==> config.mk <==
export PLATFORM = sky130hd
export DESIGN_NAME = line_modem_ctrl
export DESIGN_NICKNAME = d
export VERILOG_FILES = /design/src/line_modem_pkg.sv /design/src/line_modem_ctrl.sv
export SDC_FILE = /design/constraint.sdc
export NUM_CORES = 1
export LEC_CHECK = 0
export ABC_AREA = 0
export BUFFER_PORTS_ARGS = -buffer_cell sky130_fd_sc_hd__buf_2
export CAP_MARGIN = 10
export CORE_MARGIN = 3
export CORE_UTILIZATION = 36
export DETAILED_ROUTE_END_ITERATION = 8
export HOLD_SLACK_MARGIN = 0.12
export MAX_ROUTING_LAYER = met4
export PLACE_DENSITY = 0.54
export SLEW_MARGIN = 20
export SYNTH_ARGS = -nofsm -noshare
export SYNTH_HDL_FRONTEND = slang
export SYNTH_SLANG_ARGS = --single-unit
==> constraint.sdc <==
create_clock -name core_clk -period 5.66 [get_ports core_clk]
set_input_delay 1.132 -clock core_clk [delete_from_list [all_inputs] [get_ports core_clk]]
set_output_delay 1.132 -clock core_clk [all_outputs]
set_load 0.01 [all_outputs]
==> src/line_modem_pkg.sv <==
package line_modem_pkg;
	// clock and timing figures, times in their own unit
	localparam int unsigned CLK_PERIOD_NS   = 100;
	localparam int unsigned DIR_TIMEOUT_NS  = 1_000_000_000; // 1 s
	localparam int unsigned WD_TIMEOUT_NS   = 1_500_000_000; // 1.5 s
	localparam int unsigned BAUD_RATE       = 1200;
	localparam int unsigned DIR_TIMEOUT_CYC = DIR_TIMEOUT_NS / CLK_PERIOD_NS;
	localparam int unsigned WD_TIMEOUT_CYC  = WD_TIMEOUT_NS / CLK_PERIOD_NS;
	// bit time rounded down, still above the 833 us minimum
	localparam int unsigned BIT_CYC = 1_000_000_000 / (CLK_PERIOD_NS * BAUD_RATE);

	// character layout: start, eight data, odd parity, stop
	localparam int unsigned DATA_BITS  = 8;
	localparam logic [3:0]  FRAME_BITS = 4'hB;
	localparam logic [3:0]  RX_BITS    = 4'hA;

	// synchronised pin positions
	localparam int unsigned PIN_DIR    = 0;
	localparam int unsigned PIN_WD     = 1;
	localparam int unsigned PIN_TXD    = 2;
	localparam int unsigned PIN_SUPPLY = 3;
	localparam int unsigned NUM_PINS   = 4;

	// reset values
	localparam logic [3:0] PIN_RST     = 4'h7;
	localparam logic       TX_MODE_RST = 1'h0;
	localparam logic       CD_N_RST    = 1'h1;
	localparam logic       RST_OUT_RST = 1'h0;
	localparam logic       LINE_IDLE   = 1'h1;

	// character handed to the modulator
	typedef struct packed {
		logic [DATA_BITS-1:0] data;
		logic                 parity_err;
		logic                 frame_err;
	} host_char_t;

	typedef enum logic [1:0] {
		RX_IDLE  = 2'b00,
		RX_START = 2'b01,
		RX_DATA  = 2'b10
	} host_rx_state_t;

	typedef enum logic {
		TX_IDLE  = 1'b0,
		TX_SHIFT = 1'b1
	} host_tx_state_t;
endpackage

==> src/line_modem_ctrl.sv <==
`timescale 1ns/1ps
// Overview of operation
// - direction low selects transmit, else receive
// - direction low over 1s forces receive
// - carrier present drives carrier_detect_n low
// - reset output high: low supply, watchdog silent
// - modem returns received data on serial_in_pin
// - character: start, eight data, odd parity, stop
module line_modem_ctrl
	import line_modem_pkg::*;
#(
	parameter int unsigned DIR_CYC = DIR_TIMEOUT_CYC, // transmit hold limit
	parameter int unsigned WD_CYC  = WD_TIMEOUT_CYC,  // watchdog silence limit
	parameter int unsigned BIT_T   = BIT_CYC          // cycles per serial bit
) (
	input  wire logic                 core_clk,
	input  wire logic                 rst_n,
	input  wire logic                 rx_tx_select,
	input  wire logic                 watchdog_strobe,
	input  wire logic                 serial_out_pin,
	input  wire logic                 supply_low,
	input  wire logic                 carrier_present,
	input  wire logic [DATA_BITS-1:0] rx_byte,
	input  wire logic                 rx_byte_valid,
	output wire logic                 rx_byte_ready,
	output wire logic                 serial_in_pin,
	output wire logic                 carrier_detect_n,
	output wire logic                 modem_reset_output,
	output wire logic                 tx_mode,
	output host_char_t                tx_char,
	output wire logic                 tx_char_valid
);
	localparam int unsigned HALF_T = BIT_T / 2; // start bit centre

	// odd parity bit for a data byte
	function automatic logic odd_parity(input logic [DATA_BITS-1:0] d);
		odd_parity = ~^d;
	endfunction

	// pin synchronisers and filtered levels
	logic [NUM_PINS-1:0] meta_ff;   // first stage, read only by mid_ff
	logic [NUM_PINS-1:0] mid_ff;    // second stage
	logic [NUM_PINS-1:0] late_ff;   // third stage
	logic [NUM_PINS-1:0] pin_f_ff;  // level once stages two and three agree
	wire  [NUM_PINS-1:0] pins_raw = {supply_low, serial_out_pin, watchdog_strobe, rx_tx_select};

	genvar g;
	generate
		for (g = 0; g < NUM_PINS; g++) begin : g_sync
			// a change counts only after two stages agree, rejecting glitches
			always_ff @(posedge core_clk or negedge rst_n) begin
				if (!rst_n) begin
					meta_ff[g]  <= PIN_RST[g];
					mid_ff[g]   <= PIN_RST[g];
					late_ff[g]  <= PIN_RST[g];
					pin_f_ff[g] <= PIN_RST[g];
				end else begin
					meta_ff[g] <= pins_raw[g];
					mid_ff[g]  <= meta_ff[g];
					late_ff[g] <= mid_ff[g];
					if (mid_ff[g] == late_ff[g]) begin
						pin_f_ff[g] <= late_ff[g];
					end
				end
			end
		end
	endgenerate

	// direction select and transmit timeout
	logic [31:0] dir_cnt_ff;  // cycles spent with direction low
	logic        tx_mode_ff;  // modem in transmit
	wire         dir_tx_req  = ~pin_f_ff[PIN_DIR];
	wire         dir_expired = (dir_cnt_ff >= DIR_CYC);
	wire         nxt_tx_mode = dir_tx_req & ~dir_expired;

	// counter saturates so a stuck-low line stays in receive until released
	always_ff @(posedge core_clk or negedge rst_n) begin
		if (!rst_n) begin
			dir_cnt_ff <= 32'h0000_0000;
			tx_mode_ff <= TX_MODE_RST;
		end else begin
			if (!dir_tx_req) begin
				dir_cnt_ff <= 32'h0000_0000;
			end else if (!dir_expired) begin
				dir_cnt_ff <= dir_cnt_ff + 32'h0000_0001;
			end
			tx_mode_ff <= nxt_tx_mode;
		end
	end

	// watchdog and reset output
	logic [31:0] wd_cnt_ff;     // cycles since last falling strobe
	logic        wd_prev_ff;    // strobe level one cycle back
	logic        rst_out_ff;    // reset output to host
	wire         wd_fall     = wd_prev_ff & ~pin_f_ff[PIN_WD];
	wire         wd_expired  = (wd_cnt_ff >= WD_CYC);
	wire         nxt_rst_out = pin_f_ff[PIN_SUPPLY] | wd_expired;

	// only falling transitions feed the watchdog, a held level does not
	always_ff @(posedge core_clk or negedge rst_n) begin
		if (!rst_n) begin
			wd_cnt_ff  <= 32'h0000_0000;
			wd_prev_ff <= PIN_RST[PIN_WD];
			rst_out_ff <= RST_OUT_RST;
		end else begin
			wd_prev_ff <= pin_f_ff[PIN_WD];
			if (wd_fall) begin
				wd_cnt_ff <= 32'h0000_0000;
			end else if (!wd_expired) begin
				wd_cnt_ff <= wd_cnt_ff + 32'h0000_0001;
			end
			rst_out_ff <= nxt_rst_out;
		end
	end

	// carrier detect, active low
	logic cd_n_ff;
	always_ff @(posedge core_clk or negedge rst_n) begin
		if (!rst_n) begin
			cd_n_ff <= CD_N_RST;
		end else begin
			cd_n_ff <= ~carrier_present;
		end
	end

	// two-entry buffer between demodulator and host serial line
	logic [DATA_BITS-1:0] buf_mem [2]; // stored received bytes
	logic                 wr_ptr_ff;
	logic                 rd_ptr_ff;
	logic [1:0]           buf_cnt_ff;
	logic                 buf_ready_ff; // registered so ready is a clean flop
	host_tx_state_t       tx_state_ff;
	wire                  buf_push    = rx_byte_valid & buf_ready_ff;
	wire                  buf_pop     = (tx_state_ff == TX_IDLE) & (buf_cnt_ff != 2'h0);
	wire  [1:0]           nxt_buf_cnt = buf_cnt_ff + {1'b0, buf_push} - {1'b0, buf_pop};
	wire  [DATA_BITS-1:0] buf_head    = buf_mem[rd_ptr_ff];

	// storage needs no reset, occupancy does
	always_ff @(posedge core_clk) begin
		if (buf_push) begin
			buf_mem[wr_ptr_ff] <= rx_byte;
		end
	end

	always_ff @(posedge core_clk or negedge rst_n) begin
		if (!rst_n) begin
			wr_ptr_ff    <= 1'h0;
			rd_ptr_ff    <= 1'h0;
			buf_cnt_ff   <= 2'h0;
			buf_ready_ff <= 1'h1;
		end else begin
			wr_ptr_ff    <= wr_ptr_ff ^ buf_push;
			rd_ptr_ff    <= rd_ptr_ff ^ buf_pop;
			buf_cnt_ff   <= nxt_buf_cnt;
			buf_ready_ff <= (nxt_buf_cnt != 2'h2);
		end
	end

	// serial transmitter toward the host receive pin
	logic [10:0] tx_shift_ff;  // frame, lsb leaves first
	logic [3:0]  tx_bit_ff;    // bits already sent
	logic [31:0] tx_baud_ff;   // cycles into current bit
	logic        serial_ff;    // line level
	wire [10:0]  tx_frame = {1'b1, odd_parity(buf_head), buf_head, 1'b0};
	wire         tx_bit_end = (tx_baud_ff == BIT_T - 1);

	always_ff @(posedge core_clk or negedge rst_n) begin
		if (!rst_n) begin
			tx_state_ff <= TX_IDLE;
			tx_shift_ff <= 11'h7FF;
			tx_bit_ff   <= 4'h0;
			tx_baud_ff  <= 32'h0000_0000;
			serial_ff   <= LINE_IDLE;
		end else begin
			case (tx_state_ff)
				TX_IDLE: begin
					if (buf_pop) begin
						tx_shift_ff <= tx_frame;
						tx_bit_ff   <= 4'h0;
						tx_baud_ff  <= 32'h0000_0000;
						serial_ff   <= 1'b0;
						tx_state_ff <= TX_SHIFT;
					end
				end
				TX_SHIFT: begin
					if (!tx_bit_end) begin
						tx_baud_ff <= tx_baud_ff + 32'h0000_0001;
					end else if (tx_bit_ff == FRAME_BITS - 4'h1) begin
						// stop bit done, line rests high
						serial_ff   <= LINE_IDLE;
						tx_state_ff <= TX_IDLE;
					end else begin
						tx_baud_ff  <= 32'h0000_0000;
						tx_shift_ff <= {1'b1, tx_shift_ff[10:1]};
						tx_bit_ff   <= tx_bit_ff + 4'h1;
						serial_ff   <= tx_shift_ff[1];
					end
				end
				default: begin
					tx_state_ff <= TX_IDLE;
				end
			endcase
		end
	end

	// serial receiver from the host transmit pin
	host_rx_state_t rx_state_ff;
	logic [9:0]     rx_shift_ff;   // data, parity, stop as they arrive
	logic [3:0]     rx_bit_ff;     // bits sampled after start
	logic [31:0]    rx_baud_ff;    // cycles into current bit
	logic           txd_prev_ff;   // host line one cycle back
	host_char_t     char_ff;
	logic           char_valid_ff;
	wire            txd         = pin_f_ff[PIN_TXD];
	wire            rx_fall     = txd_prev_ff & ~txd;
	wire            rx_mid_end  = (rx_baud_ff == HALF_T - 1);
	wire            rx_bit_end  = (rx_baud_ff == BIT_T - 1);
	wire [9:0]      rx_nxt_sh   = {txd, rx_shift_ff[9:1]};
	wire            rx_done     = (rx_state_ff == RX_DATA) & rx_bit_end &
	                              (rx_bit_ff == RX_BITS - 4'h1);

	// start bit rechecked at its centre, so a short glitch is dropped
	always_ff @(posedge core_clk or negedge rst_n) begin
		if (!rst_n) begin
			rx_state_ff   <= RX_IDLE;
			rx_shift_ff   <= 10'h000;
			rx_bit_ff     <= 4'h0;
			rx_baud_ff    <= 32'h0000_0000;
			txd_prev_ff   <= LINE_IDLE;
			char_ff       <= '0;
			char_valid_ff <= 1'h0;
		end else begin
			txd_prev_ff   <= txd;
			char_valid_ff <= rx_done;
			case (rx_state_ff)
				RX_IDLE: begin
					rx_baud_ff <= 32'h0000_0000;
					if (rx_fall) begin
						rx_state_ff <= RX_START;
					end
				end
				RX_START: begin
					if (!rx_mid_end) begin
						rx_baud_ff <= rx_baud_ff + 32'h0000_0001;
					end else begin
						rx_baud_ff  <= 32'h0000_0000;
						rx_bit_ff   <= 4'h0;
						rx_state_ff <= txd ? RX_IDLE : RX_DATA;
					end
				end
				RX_DATA: begin
					if (!rx_bit_end) begin
						rx_baud_ff <= rx_baud_ff + 32'h0000_0001;
					end else begin
						rx_baud_ff  <= 32'h0000_0000;
						rx_shift_ff <= rx_nxt_sh;
						rx_bit_ff   <= rx_bit_ff + 4'h1;
						if (rx_done) begin
							char_ff.data       <= rx_nxt_sh[7:0];
							char_ff.parity_err <= odd_parity(rx_nxt_sh[7:0]) != rx_nxt_sh[8];
							char_ff.frame_err  <= ~rx_nxt_sh[9];
							rx_state_ff        <= RX_IDLE;
						end
					end
				end
				default: begin
					rx_state_ff <= RX_IDLE;
				end
			endcase
		end
	end

	// outputs straight from flops
	assign rx_byte_ready      = buf_ready_ff;
	assign serial_in_pin      = serial_ff;
	assign carrier_detect_n   = cd_n_ff;
	assign modem_reset_output = rst_out_ff;
	assign tx_mode            = tx_mode_ff;
	assign tx_char            = char_ff;
	assign tx_char_valid      = char_valid_ff;
endmodule

==> metrics.yaml <==
status: "finished clean"
nets: 1097
register_area_mm2: 0.00539
async_flop_share_pct: 92.4
setup-tns-final_ps: 0
synth-seq-cells: 211
crit_buf_inv: 1
clockBufferDepth: 3
finalHoldViolations: 0
r2r_end: "tx_char[2]"
wire_per_inst_um: 14.5
synth_area_per_cell_um2: 10.1
powerDensity_mw_per_mm2: 332
vias: 7645
critPathMaxFanout: 11
dominantRegCellSynth: "dfrtp_1"
core-area_mm2: 0.0282
cts.sinks: 211
worst_path_max_delay_cell: "nor2_1"
worst_pin_slew_ps: 954
hold_path_startpoint: "meta_ff[0]"
hold_depth: 0
antenna_found_initial: 0
r2r_cells: 7
die_y_um: 176
syn_area_mm2: 0.0105
synthTopCellsByCount: "dfrtp_1 (169), o21ai_0 (78), nand2_1 (73)"
crit_path_max_incr_delay_ps: 690
grt_pass1_vias: 7492
rows: 61
drive_gt1_share_pct: 14.7
drv_slew: 0
skew_ps: 21.0
cts_resized: 0
max-vdd-ir-drop_v: 0.000260
firstDrtPassIters: 5
start_util_pct: 37.1
dpl.hpwl_um: 13300
ys_warn_count: 0
num_antenna_cells: 0
first_iter_violations: 346
worst_slack_ps: 2640
wl_um: 21200
boundaryPins: 32
wl_met3_um: 621
cts-root-buf: "clkbuf_16"
maxCapViolCount: 0
grt_setup_unrepaired: "no"
setup_viol: 0
critPathArrivalTime_ps: 3410
grt_pass1_wl_um: 36800
final_util_pct: 41.8
post_cts_buffers: 0
synthTopCellsByArea: "dfrtp_1 (40%), dfstp_2 (6.5%), edfxtp_1 (4.6%)"
endpoint_kind: "register"
synth_top_area_cell: "dfrtp_1"
ys_types: 73
die_area_mm2: 0.0311
ant_nets: 0
leakage_nw: 4.96
ys_seq_area_share_pct: 51.5
port_buffers: 31
min_delay_worst_endpoint: "mid_ff[0]"
slew_headroom_pct: 36.4
clock_latency_ps: 520
period_minus_slack_ps: 3020
cts_tree: "done"
start_kind: "register"
synth_top_cell_area_share_pct: 40.4
r2r-start: "rx_baud_ff[1]"
crit_chain: "inv_1, ha_1, nand4_1, or4_4, or4_4, nor2_1, mux2_2"
syn_inst: 1041
crit_type: "reg2reg"
wl_met1_um: 10500
synth-edff-count: 16
clock.fmax_ghz: 0.331
cp_top_family: "simple AND/OR/NAND/NOR gates"
cpMostUsedCell: "or4_4"
place_congestion: 0.749
cts_buffers: 25
nFillCells: 2770
pre_cts_slack_ps: 2640
overflow: 0
hold_buffers: 0
crit_required_ps: 6050
ff2ff_setup_slack_ps: 2640
die_w_um: 176
synth_most_common_cell: "dfrtp_1"
synth.net_count: 1079
drc: 0
worst_hold_path_type: "reg2reg"
wl_met2_um: 9580
grt_max_degree: 116
maxUsedRoutingLayer: "met4"
cts.clk_slew.worst_paths_ps: 60
report.power.total_mw: 3.92
grt_use_total_pct: 14.1
multi_input_area_mm2: 0.00470
timing.final.crit_share_pct: 53.4
viasPerCell: 5.25
area_delta_synth_final_pct: 12.8
htree_levels: 1
## kinds of logic (layout without fill, tap and decap cells)
group | after synthesis | in the layout | synth area share, %
AND/OR/NAND/NOR | 396 | 396 | 21.0
AO/OA/AOI/OAI | 228 | 228 | 13.0
flip-flops | 211 | 211 | 51.5
buffers and inverters | 97 | 133 | 3.73
XOR/XNOR | 51 | 51 | 4.27
multiplexers | 32 | 32 | 3.40
adder cells (fa/ha/maj) | 26 | 26 | 3.01
## sequential cells by signal, indices dropped and copies added, names as in the netlist, 2 cells and up
register	count
dir_cnt_ff	32
rx_baud_ff	32
tx_baud_ff	32
wd_cnt_ff	32
buf_mem	16
tx_char	10
rx_shift_ff	9
tx_shift_ff	9
late_ff	4
meta_ff	4
mid_ff	4
rx_bit_ff	4
tx_bit_ff	4
pin_f_ff	3
buf_cnt_ff	2
rx_state_ff	2
## cell usage in the layout (no fill, tap or decap), types with 16 or more instances in the layout
master and instances:
a21oi_1 64, and3_1 24, buf_2 30, clkbuf_16 25
dfrtp_1 169, dfstp_2 26, edfxtp_1 16, ha_1 22
inv_1 48, mux2_2 28, nand2_1 73, nand3_1 53
nand4_1 31, nor2_1 64, nor4_1 21, o21ai_0 78
o22ai_1 20, or3_1 28, xnor2_1 33, xor2_1 18
## layout make-up
| cell class | instances | area share [%] |
|---|---|---|
| sequential | 211 | 45.7 |
| multi-input combinational | 733 | 39.8 |
| clock buffer | 34 | 6.01 |
| tap | 378 | 4.01 |
| timing repair buffer | 40 | 2.07 |
| inverter | 48 | 1.53 |
| clock inverter | 11 | 0.933 |
## per-layer routing
metal  vias up  global-route usage, %
met4         0                   3.18
met2        93                   22.2
met3        34                   2.11
met1      3706                   19.4
met5         -                      -
li1       3812                      -
## per-stage QoR
stage	instance area (µm²)	hold slack (ps)	cells
CTS	11800	356	1455
finish	11800	352	1455
global route	11800	355	1455
global placement	11000	334	1410
floorplan	10500	331	1041
detailed placement	11000	342	1410
## power by group
group | total, mW | switching [mW] | internal, mW
Combinational | 0.556 | 0.338 | 0.218
Sequential | 1.78 | 0.119 | 1.66
Clock | 1.59 | 0.623 | 0.965
## how the worst max path moves through the flow
stage                  start          to  slack (ps)  cells after the start
2_1_floorplan  rx_baud_ff[0]  tx_char[2]        3340                      8
3_3_place_gp   rx_baud_ff[0]  tx_char[6]        2680                      7
3_5_place_dp   rx_baud_ff[1]  tx_char[2]        2640                      7
4_1_cts        rx_baud_ff[1]  tx_char[2]        2620                      7
5_1_grt        rx_baud_ff[1]  tx_char[2]        2520                      7
6_report       rx_baud_ff[1]  tx_char[2]        2640                      7
Note: power is estimated with default switching activity, not from simulation.
